## src/logic/bos_pkg.sv

```systemverilog
package bos_pkg;
    // datapath widths
    localparam int BOS_DATA_W  = 8;
    localparam int BOS_FADDR_W = 7;
    localparam int BOS_K_W     = 11;
    localparam int BOS_PC_W    = 15;
    localparam int BOS_LATCH_W = 7;
    // upper program counter bits come from this slice of the latch
    localparam int BOS_LATCH_HI = 6;
    localparam int BOS_LATCH_LO = 3;
    // literal of the or instruction is the low byte of the operand field
    localparam int BOS_LIT_HI   = 7;
    // reset values and unit step constants
    localparam logic [BOS_DATA_W-1:0] BOS_ACC_RST  = 8'h00;
    localparam logic [BOS_PC_W-1:0]   BOS_PC_RST   = 15'h0000;
    localparam logic                  BOS_ZERO_RST = 1'b0;
    localparam logic [BOS_DATA_W-1:0] BOS_ONE      = 8'h01;
    localparam logic [BOS_PC_W-1:0]   BOS_PC_STEP  = 15'h0001;

    // decoded instruction kinds handled by this block
    typedef enum logic [2:0] {
        BOS_OP_NOP,
        BOS_OP_FILE_DECREMENT,
        BOS_OP_ACC_CLEAR,
        BOS_OP_DEC_SKIP_ZERO,
        BOS_OP_INC_SKIP_ZERO,
        BOS_OP_JUMP_ABSOLUTE,
        BOS_OP_OR_LITERAL_ACC
    } bos_op_e;

    // one instruction as offered by fetch
    typedef struct packed {
        bos_op_e                op;
        logic [BOS_FADDR_W-1:0] faddr;
        logic                   select_to_file;
        logic [BOS_K_W-1:0]     k;
    } bos_instr_s;

    // write-back request toward the data register file
    typedef struct packed {
        logic                   we;
        logic [BOS_FADDR_W-1:0] addr;
        logic [BOS_DATA_W-1:0]  data;
    } bos_file_wr_s;
endpackage

```

## src/logic/bos_exec.sv

```systemverilog
`timescale 1ns/1ps
// Functional notes
// RULE1: decrement file, result to acc or file, zero
// RULE2: acc cleared, zero flag forced high
// RULE3: dec-skip decrements, routes result, flags untouched
// RULE4: dec-skip zero result replaces next with nop
// RULE5: inc-skip increments, routes result, flags untouched
// RULE6: inc-skip zero or wrap replaces next with nop
// RULE7: jump loads k and latch bits 6:3
// RULE8: jump takes two cycles, flags untouched
// RULE9: or literal into acc, zero updated
// RULE10: zero set on zero result, else cleared
// RULE11: simple ops one cycle, no-skip one cycle
module bos_exec (
    // clock and reset
    input  wire logic                           i_clk_sys,
    input  wire logic                           i_rst_n,
    // instruction offer from fetch
    input  wire logic                           i_instr_valid,
    input  wire bos_pkg::bos_instr_s            i_instr,
    output logic                                o_ready,
    // operand read from the data register file (addressed by i_instr.faddr)
    input  wire logic [bos_pkg::BOS_DATA_W-1:0] i_file_rd_data,
    // upper program counter latch
    input  wire logic [bos_pkg::BOS_LATCH_W-1:0] i_upper_pc_latch,
    // write-back to the data register file
    output bos_pkg::bos_file_wr_s               o_file_wr,
    // architectural state
    output logic [bos_pkg::BOS_DATA_W-1:0]      o_acc,
    output logic                                o_null_result_flag,
    output logic [bos_pkg::BOS_PC_W-1:0]        o_pc,
    output logic                                o_nop_cycle
);
    import bos_pkg::*;

    // second cycle of a skip or a jump
    typedef enum logic {ST_EXEC, ST_NOP} bos_state_e;

    bos_state_e              state_r, state_nxt;       // issue state
    logic [BOS_DATA_W-1:0]   acc_r, acc_nxt;           // accumulator
    logic                    zero_r, zero_nxt;         // null_result_flag
    logic [BOS_PC_W-1:0]     pc_r, pc_nxt;             // program counter
    bos_file_wr_s            fwr_r, fwr_nxt;           // registered write-back
    logic                    take;                     // instruction accepted
    logic [BOS_DATA_W-1:0]   res;                      // alu result

    // the nop slot blocks new issue, which is what stretches the instruction
    assign o_ready = (state_r == ST_EXEC);
    assign take    = i_instr_valid && o_ready;

    // next-state and datapath
    always_comb begin
        state_nxt = ST_EXEC;                                      // [RULE11]
        acc_nxt   = acc_r;
        zero_nxt  = zero_r;
        pc_nxt    = pc_r;
        fwr_nxt   = '0;
        res       = '0;
        if (state_r == ST_NOP) begin
            // the discarded instruction's slot still advances the counter
            pc_nxt = pc_r + BOS_PC_STEP;
        end else if (take) begin
            pc_nxt = pc_r + BOS_PC_STEP;
            case (i_instr.op)
                BOS_OP_FILE_DECREMENT, BOS_OP_DEC_SKIP_ZERO: begin
                    res = i_file_rd_data - BOS_ONE;                       // [RULE1] [RULE3]
                end
                BOS_OP_INC_SKIP_ZERO: begin
                    res = i_file_rd_data + BOS_ONE;                       // [RULE5]
                end
                BOS_OP_OR_LITERAL_ACC: begin
                    res = acc_r | i_instr.k[BOS_LIT_HI:0];                // [RULE9]
                end
                default: begin
                    res = '0;                                             // [RULE2]
                end
            endcase
            case (i_instr.op)
                BOS_OP_FILE_DECREMENT, BOS_OP_DEC_SKIP_ZERO, BOS_OP_INC_SKIP_ZERO: begin
                    // destination bit picks accumulator or file
                    if (i_instr.select_to_file) begin
                        fwr_nxt = '{we: 1'b1, addr: i_instr.faddr, data: res};
                    end else begin
                        acc_nxt = res;
                    end
                    if (i_instr.op == BOS_OP_FILE_DECREMENT) begin
                        zero_nxt = (res == '0);                           // [RULE10]
                    end else if (res == '0) begin
                        state_nxt = ST_NOP;                               // [RULE4] [RULE6]
                    end
                end
                BOS_OP_ACC_CLEAR: begin
                    acc_nxt  = BOS_ACC_RST;                               // [RULE2]
                    zero_nxt = 1'b1;
                end
                BOS_OP_OR_LITERAL_ACC: begin
                    acc_nxt  = res;
                    zero_nxt = (res == '0);                               // [RULE10]
                end
                BOS_OP_JUMP_ABSOLUTE: begin
                    pc_nxt = {i_upper_pc_latch[BOS_LATCH_HI:BOS_LATCH_LO],
                              i_instr.k};                                 // [RULE7]
                    state_nxt = ST_NOP;                                   // [RULE8]
                end
                default: begin
                    // nop: only the counter moves
                end
            endcase
        end
    end

    // registers only
    always_ff @(posedge i_clk_sys or negedge i_rst_n) begin
        if (!i_rst_n) begin
            state_r <= ST_EXEC;
            acc_r   <= BOS_ACC_RST;
            zero_r  <= BOS_ZERO_RST;
            pc_r    <= BOS_PC_RST;
            fwr_r   <= '0;
        end else begin
            state_r <= state_nxt;
            acc_r   <= acc_nxt;
            zero_r  <= zero_nxt;
            pc_r    <= pc_nxt;
            fwr_r   <= fwr_nxt;
        end
    end

    // outputs straight from flip-flops
    assign o_acc              = acc_r;
    assign o_null_result_flag = zero_r;
    assign o_pc               = pc_r;
    assign o_file_wr          = fwr_r;
    assign o_nop_cycle        = (state_r == ST_NOP);
endmodule // bos_exec

```

## config.mk

```make
export PLATFORM = sky130hd
export DESIGN_NAME = bos_exec
export DESIGN_NICKNAME = d
export VERILOG_FILES = /design/src/logic/bos_pkg.sv /design/src/logic/bos_exec.sv
export SDC_FILE = /design/constraint.sdc
export NUM_CORES = 1
export LEC_CHECK = 0
export BUFFER_PORTS_ARGS = -buffer_cell sky130_fd_sc_hd__buf_2
export CAP_MARGIN = 30
export CORE_MARGIN = 2
export CORE_UTILIZATION = 50
export DETAILED_ROUTE_END_ITERATION = 10
export PLACE_DENSITY = 0.8
export SYNTH_ARGS = -nofsm -noshare
export SYNTH_HDL_FRONTEND = slang
export SYNTH_SLANG_ARGS = --single-unit
export TNS_END_PERCENT = 20
```

## constraint.sdc

```tcl
create_clock -name i_clk_sys -period 2.9 [get_ports i_clk_sys]
set_clock_uncertainty 0.2 [all_clocks]
set_input_delay 0.58 -clock i_clk_sys [delete_from_list [all_inputs] [get_ports i_clk_sys]]
set_output_delay 0.58 -clock i_clk_sys [all_outputs]
set_load 0.02 [all_outputs]
```

==> results of run 1 <==
==> worst max path at each step <==
stage / cells past startpoint / endpoint / start / slack (ps)
final: 11 / o_nop_cycle / i_instr[20] / 90
after CTS: 11 / o_nop_cycle / i_instr[20] / 60
after global routing: 11 / o_nop_cycle / i_instr[20] / 2
after detailed placement: 11 / o_nop_cycle / i_instr[20] / -250
after global placement: 11 / o_nop_cycle / i_instr[20] / -170
after floorplan: 9 / o_null_result_flag / i_instr[20] / 7
==> cell usage in the layout, fill, tap and decap left out, types with 3 or more instances in the layout <==
master | Yosys | final
and2_1 | 9 | 9
nand3_1 | 16 | 16
clkbuf_8 | 0 | 5
dfrtp_1 | 41 | 41
o21ai_0 | 20 | 20
xnor2_1 | 4 | 4
a21o_1 | 3 | 3
buf_2 | 0 | 78
and3_1 | 5 | 5
nand2_1 | 24 | 24
nor2b_1 | 6 | 6
nand2b_1 | 4 | 4
buf_4 | 0 | 24
inv_1 | 6 | 6
nor3_1 | 3 | 3
nor2_1 | 40 | 40
a21oi_1 | 31 | 31
o22ai_1 | 5 | 5
ha_1 | 7 | 7
==> critical path: cells and delay by family <==
family | cells | cell delay (ps)
buffers and inverters | 3 | 440
AO/OA/AOI/OAI | 3 | 680
AND/OR/NAND/NOR | 3 | 730
adder cells (fa/ha/maj) | 1 | 310
XOR/XNOR | 1 | 80
==> flip-flops by register name, summed over array words and instances (netlist names) <==
| name | cells |
|---|---|
| o_file_wr | 16 |
| o_pc | 15 |
| o_acc | 8 |
| o_nop_cycle | 1 |
| o_null_result_flag | 1 |
==> synth_stat cells (2+ instances only) <==
cell      count
a211oi_1      4
a21o_1        3
a21oi_1      31
a31oi_1       2
and2_1        9
and3_1        5
and4_1        2
clkbuf_1      7
dfrtp_1      41
ha_1          7
inv_1         6
nand2_1      24
nand2b_1      4
nand3_1      16
nand4_1       2
nor2_1       40
nor2b_1       6
nor3_1        3
o21ai_0      20
o22ai_1       5
o32a_1        2
xnor2_1       4
==> logic make-up (layout without fill, tap and decap cells) <==
logic type               after synthesis  count (layout)  share of synthesized area, %
XOR/XNOR                               5               5                          1.93
buffers and inverters                 15             117                          2.54
AO/OA/AOI/OAI                         76              76                          19.9
AND/OR/NAND/NOR                      118             118                          25.2
flip-flops                            41              41                          45.3
multiplexers                           1               1                         0.442
adder cells (fa/ha/maj)                8               8                          4.75
==> what timing repair did <==
action                     in CTS  in global routing
setup endpoints to repair       0                  3
gates resized for setup         0                  3
setup buffers                   0                  0
==> layout make-up <==
class                   count  area (um^2)
clock inverters             3         46.3
repair buffers            102          571
fillers                   365         1350
flip-flops and latches     41         1030
well taps                  52         65.1
clock buffers               5         68.8
multi-input cells         208         1200
inverters                   7         27.5
==> power by group <==
part | switching [mW] | internal (mW) | leakage (nW)
Combinational | 0.410 | 0.276 | 0.938
Sequential | 0.117 | 0.680 | 0.517
Clock | 0.207 | 0.258 | 0.0543
Total | 0.734 | 1.21 | 1.51
==> per-layer routing <==
metal,routed length [um],up-vias,part of all wire [%]
met2,2780,92,49
li1,-,1139,-
met5,0,-,0
met4,89,0,1.6
met3,371,10,6.5
met1,2480,1075,43
==> metrics by stage <==
stage	total power, mW	setup TNS [ps]	utilization (%)
finish	1.95	0	69.0
global route	2.07	0	69.0
CTS	1.95	0	68.6
detailed placement	1.48	-798	65.9
global placement	1.46	-486	65.9
floorplan	1.22	0	-
==> results by group, run 1 <==
Outcome
  – Outcome: finished clean

STA
  – # setup viols final: 0
  – Hold WS: 196 ps
  – Setup WS post-layout: 87.7 ps
  – RSZ-0062 raised after global routing: false
  – Worst-Margin Slew: 900 ps
  – Tmin final: 2810 ps
  – Final hold violations: 0
  – Relative slew slack: 40.0%
  – Fmax: 356 MHz
  – Fin crit share: 97.0%
  – Fin. max-slew vios: 0

Global routing
  – M3 GR Usage: 4.64%
  – Initial antenna violation count: 0
  – Met1 Track Usage GR: 30.3%
  – Number of global-route vias before repair: 2,108
  – GRT overflow: 0
  – Gr busiest metal: met2
  – First-pass GRT wire length: 9330 um
  – Pin count of the biggest net entering global routing: 42
  – Grt met2 use: 38.6%
  – Overall Global Routing Usage: 23.1%

Yosys
  – #FFs+latches synth: 41
  – Avg Cell Area, Syn: 8.58 um^2
  – Largest cells by area after synthesis: dfrtp_1 45%, a21oi_1 6.8%, nor2_1 6.6%
  – Cells after Synth: 264
  – Post-synth ARST share: 100%
  – Post-synth top area share: 45.3%
  – Post-synth EDFFs: 0
  – Sequential fraction of the synthesis area: 45.3%
  – Ys flop type: dfrtp_1
  – Cell area after synthesis: 2270 um^2
  – Synth unique cells: 43
  – Synth Net Count: 312
  – Yosys warnings: 0
  – Synth area leader: dfrtp_1

Die
  – Die area: 5090 um^2
  – Die height: 71.3 um
  – CORE AREA: 4350 um^2
  – Std-Cell Rows: 24
  – Top Ports: 82
  – Initial Util: 52.0%
  – Die X: 71.3 um

Place
  – Inst Count DP: 410
  – Final Wtd Congestion: 0.872
  – Hpwl dp: 4260 um
  – Worst Setup Slack post-DPL: -252 ps
  – Placed Area: 2870 um^2
  – Port-buffer cells: 78

Drt
  – DRC: 0
  – Via count: 2,316
  – Iter 0 DRT Violations: 161
  – Post-DRT Antenna Nets: 0
  – Per-cell routed wire length: 13.7 um
  – Via density: 5.54
  – Final WL: 5720 um
  – Pre-Repair DR Iteration Count: 4

Critical path
  – Kind of critical path: input pin to flop
  – Crit path top cell by count: buf_4
  – R2R depth: 8
  – Reg2reg setup slack: 870 ps
  – Setup crit start kind: input pin
  – Crit path DAT: 2830 ps
  – Worst r2r src: o_pc[0]
  – Cell Chain, Critical Path: buf_2, or3b_4, buf_4, ha_1, a21o_1, o41ai_2, buf_4, xnor2_1, a21oi_2, nand3_1, nor3_1
  – Required time of the worst setup path: 2920 ps
  – Crit-path max FO: 6
  – Endpoint class of the critical path: flop
  – RR Endpoint: o_pc[14]
  – Critical Path Slowest Stage Cell: or3b_4
  – CP peak stage delay: 440 ps

Finish
  – Diodes inserted: 0
  – Area grow syn2layout: 32.6%
  – Post-route cell area: 3000 um^2
  – Fin nets: 413
  – Non-filler cells, final: 418
  – Fraction of layout cells with a size suffix above 1: 32.8%

CTS
  – Clock Path Buffers: 2
  – Root Buffer: clkbuf_8
  – Htree depth: 2
  – Clk sinks: 41
  – Number of CTS-inserted buffers: 5
  – Hold-fix buffers at CTS: 0
  – Clk slew on worst S/H paths: 90 ps
  – Clock latency on the worst-skew pair: 300 ps
  – CTS tree: yes

Worst hold path
  – Hold Path Class: input pin to asynchronous set/reset pin

Run
  – Maxcap violations: 0

Power and ir drop
  – Leak: 1.51 nW
  – PwrDens: 648 nW/um^2
  – Worst vdd ir: 0.520 mV
Note: power is estimated with default switching activity, not from simulation.
==> run 2: changes to the inputs <==
Settings changed: CAP_MARGIN 30 to 20, CORE_UTILIZATION 50 to 45, PLACE_DENSITY 0.8 to 0.76, TNS_END_PERCENT 20 to 10.
Clock period 2.9 ns to 2.4 ns, I/O delays scaled along.
==> results by group, run 2 (synthesis gave the netlist of run 1 again) <==
Power and ir drop
  – Sequential share of power: 40.6%
  – Design Power: 2.39 mW
  – Comb pwr share: 35.8%
  – Sw Ratio: 38.0%
  – P_int: 1.48 mW
  – Clock group share of total power: 23.6%
  – Leak: 1.55 nW
  – PwrDens: 764 nW/um^2
  – Switching Power: 907 uW
  – Worst vdd ir: 0.473 mV

CTS
  – Clk slew on worst S/H paths: 80 ps
  – Setup bufs post-CTS: 0
  – Number of CTS-inserted buffers: 5
  – Clock latency on the worst-skew pair: 300 ps
  – CTS tree: yes
  – Root Buffer: clkbuf_8
  – Htree depth: 2
  – Clk sinks: 41
  – Clock Path Buffers: 2

Worst hold path
  – Worst Hold Depth: 2
  – HP Start: i_instr[14]
  – Hold Path Class: input pin to flop
  – End of the worst hold path: o_file_wr[10]

Place
  – Port-buffer cells: 78
  – Final Wtd Congestion: 0.842
  – Hpwl dp: 4530 um

Drt
  – Via density: 5.20
  – Pre-Repair DR Iteration Count: 4
  – Iter 0 DRT Violations: 110
  – DRC: 0
  – Post-DRT Antenna Nets: 0
  – Per-cell routed wire length: 14.0 um
  – Via count: 2,283
  – Final WL: 6140 um

STA
  – Setup TNS: -610 ps
  – Worst-Margin Slew: 561 ps
  – Fmax: 386 MHz
  – Relative slew slack: 62.4%
  – Hold WS: 178 ps
  – Final hold violations: 0
  – # setup viols final: 5
  – Setup WS post-layout: -192 ps
  – RSZ-0062 raised after global routing: true
  – Tmin final: 2590 ps
  – Fin. max-slew vios: 0
  – Fin crit share: 108%

Critical path
  – Crit path from: i_instr[20]
  – Crit-path max FO: 6
  – Critical Path Slowest Stage Cell: or3b_4
  – Kind of critical path: input pin to flop
  – Setup crit start kind: input pin
  – Buf/Inv on CP: 2
  – R2R depth: 8
  – Reg2reg setup slack: 330 ps
  – Required time of the worst setup path: 2410 ps
  – Cell Chain, Critical Path: buf_2, or3b_4, buf_4, ha_1, a21o_1, o41ai_2, xnor2_1, a21oi_2, nand3_1, nor3_1
  – RR Endpoint: o_pc[14]
  – Worst r2r src: o_pc[0]
  – Crit path DAT: 2610 ps
  – Endpoint class of the critical path: flop
  – CP peak stage delay: 460 ps
  – Top Family by Delay on Critical Path: compound AO/OA/AOI/OAI gates

Finish
  – Final core utilization: 65.3%
  – Fraction of layout cells with a size suffix above 1: 35.2%
  – Most frequent cells in the layout: 78 x buf_2, 41 x dfrtp_1, 40 x nor2_1
  – Fin nets: 419
  – Diodes inserted: 0
  – Max reg flops: 16
  – Area grow syn2layout: 37.9%
  – Most common cell after layout, fill and taps aside: buf_2

Global routing
  – Overall Global Routing Usage: 22.9%
  – GRT overflow: 0
  – Initial antenna violation count: 0
  – Pin count of the biggest net entering global routing: 42
  – Number of global-route vias before repair: 2,139
  – First-pass GRT wire length: 9800 um

Outcome
  – Failing checks: negative setup slack
  – Outcome: finished with violations

Die
  – Top Ports: 82
  – Die area: 5620 um^2
  – CORE AREA: 4790 um^2
  – Die X: 75.0 um
  – Std-Cell Rows: 25
  – Initial Util: 47.3%
  – Die height: 75.0 um

Run
  – Maxcap violations: 0
[run 2: cell count changes in the layout (fill, tap and decap cells not counted), sizes merged]
cell	change
dlygate4sd3	+1
buf	+5
[run 2: final cells by class]
type,count,area (um^2)
well taps,67,83.8
clock inverters,3,46.3
inverters,7,31.3
flip-flops and latches,41,1030
multi-input cells,208,1240
repair buffers,108,631
clock buffers,5,68.8
fillers,425,1660
[run 2: worst register-to-register path, stage by stage (launching register included)]
cell	delay, ps
dfrtp_1	430
ha_1	230
and3_1	190
nand3_1	100
nor2_1	330
nand3_1	170
a21oi_1	170
nor2_1	50
a21oi_1	110
[run 2: through the flow]
step           setup WS [ps]  cell area [um^2]  instances
2_1_floorplan           -321              2270        264
4_1_cts                 -147              3090        439
3_3_place_gp            -555              2940        430
5_1_grt                 -279              3130        439
6_report                -192              3130        439
3_5_place_dp            -615              2940        430
[run 2: worst max path at each step]
stage,endpoint,depth (start not counted)
detailed placement,o_nop_cycle,10
floorplan,o_null_result_flag,9
CTS,o_null_result_flag,10
finish,o_nop_cycle,10
global placement,o_nop_cycle,10
global route,o_nop_cycle,10
[run 2: metal layers]
| metal | track usage [%] | share of wire [%] | up-vias |
|---|---|---|---|
| met5 | 0 | 0 | - |
| met4 | 8.53 | 1.8 | 0 |
| met3 | 4.55 | 5.3 | 10 |
| met2 | 37.4 | 49 | 77 |
| met1 | 30.0 | 44 | 1051 |
| li1 | - | - | 1145 |
[run 2: repair_timing]
item / in CTS / in global routing
hold endpoints to repair: 18 / 0
hold buffers: 1 / 0
resized for setup: 5 / 5
pin swaps: 9 / 3
endpoints found under the setup margin: 6 / 9
[run 2: power by group through the flow]
| stage | Sequential [mW] | Clock, mW | Combinational (mW) |
|---|---|---|---|
| 2_1_floorplan | 1.12 | 0 | 0.356 |
| 3_3_place_gp | 0.974 | 0 | 0.811 |
| 3_5_place_dp | 0.982 | 0 | 0.834 |
| 4_1_cts | 0.967 | 0.576 | 0.847 |
| 5_1_grt | 0.993 | 0.606 | 0.951 |
| 6_report | 0.970 | 0.563 | 0.854 |
==> run 3: changes to the inputs <==
Settings changed: CORE_ASPECT_RATIO set to 0.6, CORE_UTILIZATION 45 to 46, CTS_BUF_LIST set to sky130_fd_sc_hd__clkbuf_4 sky130_fd_sc_hd__clkbuf_8, PLACE_DENSITY 0.76 to 0.78.
==> results by group, run 3 (synthesis gave the netlist of run 1 again) <==
Outcome
  – Outcome: finished with violations
  – Failing checks: negative setup slack

CTS
  – Setup bufs post-CTS: 0
  – Clk sinks: 41
  – Clk slew on worst S/H paths: 80 ps
  – Clock Path Buffers: 2
  – Number of CTS-inserted buffers: 5
  – Htree depth: 2
  – Root Buffer: clkbuf_8
  – Clock latency on the worst-skew pair: 290 ps
  – Hold-fix buffers at CTS: 0
  – CTS tree: yes

Die
  – Die height: 58.4 um
  – Std-Cell Rows: 19
  – CORE AREA: 4660 um^2
  – Top Ports: 82
  – Die area: 5520 um^2
  – Initial Util: 48.6%
  – Die X: 94.6 um

Critical path
  – Top Family by Delay on Critical Path: simple AND/OR/NAND/NOR gates
  – Critical Path Slowest Stage Cell: or3b_4
  – Crit path DAT: 2660 ps
  – Required time of the worst setup path: 2410 ps
  – Setup crit start kind: input pin
  – CP peak stage delay: 480 ps
  – Crit-path max FO: 8
  – Buf/Inv on CP: 1
  – Kind of critical path: input pin to flop
  – Endpoint class of the critical path: flop
  – Cell Chain, Critical Path: buf_6, or3b_4, ha_1, a21o_1, a21oi_1, nand2_1, a211oi_2, and4_1, nand3_1, nor3_1

Finish
  – Non-filler cells, final: 432
  – Most common cell after layout, fill and taps aside: buf_2
  – Final core utilization: 65.5%
  – Max reg flops: 16
  – Fraction of layout cells with a size suffix above 1: 33.9%
  – Diodes inserted: 0
  – Area grow syn2layout: 34.7%
  – Post-route cell area: 3050 um^2
  – Fin nets: 416
  – Most frequent cells in the layout: 77 x buf_2, 41 x dfrtp_1, 40 x nor2_1

Place
  – Hpwl dp: 4700 um
  – Port-buffer cells: 78
  – Worst Setup Slack post-DPL: -619 ps
  – Inst Count DP: 424
  – Placed Area: 2920 um^2
  – Final Wtd Congestion: 0.931

Global routing
  – First-pass GRT wire length: 10,100 um
  – GRT overflow: 0
  – Pin count of the biggest net entering global routing: 42
  – Number of global-route vias before repair: 2,049
  – Overall Global Routing Usage: 23.9%
  – Initial antenna violation count: 0

Worst hold path
  – Hold Path Class: input pin to asynchronous set/reset pin

Drt
  – DRC: 0
  – Via density: 5.33
  – Post-DRT Antenna Nets: 0
  – Final WL: 6300 um
  – Via count: 2,304
  – Pre-Repair DR Iteration Count: 5
  – Iter 0 DRT Violations: 150
  – Per-cell routed wire length: 14.6 um

STA
  – Final hold violations: 0
  – RSZ-0062 raised after global routing: true
  – Fin. max-slew vios: 0
  – Setup TNS: -669 ps
  – Tmin final: 2650 ps
  – Fin crit share: 110%
  – Setup WS post-layout: -252 ps
  – Fmax: 377 MHz
  – # setup viols final: 7
  – Relative slew slack: 55.2%
  – Worst-Margin Slew: 669 ps

Power and ir drop
  – Leak: 1.53 nW
  – Worst vdd ir: 0.519 mV
  – PwrDens: 753 nW/um^2

Run
  – Maxcap violations: 0
run 3: metal layers:
| layer | vias to the layer above | part of all wire [%] | GRT usage (%) |
|---|---|---|---|
| met2 | 117 | 39 | 31.9 |
| met5 | - | 0 | 0 |
| met4 | 0 | 0.24 | 3.73 |
| met3 | 2 | 11 | 6.91 |
| met1 | 1051 | 50 | 38.7 |
| li1 | 1134 | - | - |
run 3: report_power, final:
group,total [mW],internal [mW],switching [mW]
combinational,0.862,0.345,0.517
clock,0.474,0.233,0.241
sequential,0.963,0.822,0.141
total,2.30,1.40,0.900
run 3: cell type report:
class                      instances  area [um^2]
timing repair buffer             105          612
multi-input combinational        208         1210
sequential                        41         1030
inverter                           7         31.3
clock buffer                       6         82.6
fill                             389         1610
tap                               63         78.8
clock inverter                     2         13.8
run 3: worst reg2reg max path: stages, from the launching register on:
cell and delay (ps):
dfrtp_1 430, ha_1 240, and3_1 210, nand3_1 100, nor2_1 350, nand3_1 160
a21oi_1 170, nor2_1 50, a21oi_1 100
run 3: path summary, 6_finish.rpt:
kind	startpoint	to	slack [ps]	cells past startpoint
max	i_instr[20]	o_nop_cycle	-250	10
min	i_rst_n	o_pc[14]	40	2
max reg2reg	o_pc[1]	o_pc[12]	310	8
min reg2reg	o_pc[9]	o_pc[9]	310	1
max in group asynchronous	i_rst_n	o_pc[8]	1590	2
min in group i_clk_sys	i_instr[13]	o_file_wr[9]	190	2
run 3: repair_timing:
action                                  CTS  global route
resized for setup                         4             2
hold endpoints to repair                  0             0
pin swaps                                 3             0
endpoints found under the setup margin    7            10
run 3: metrics by stage:
stage	hold WS (ps)	power [mW]
global route	68.4	2.46
CTS	59.0	2.30
finish	40.4	2.30
global placement	285	1.80
floorplan	-15.6	1.47
detailed placement	297	1.82
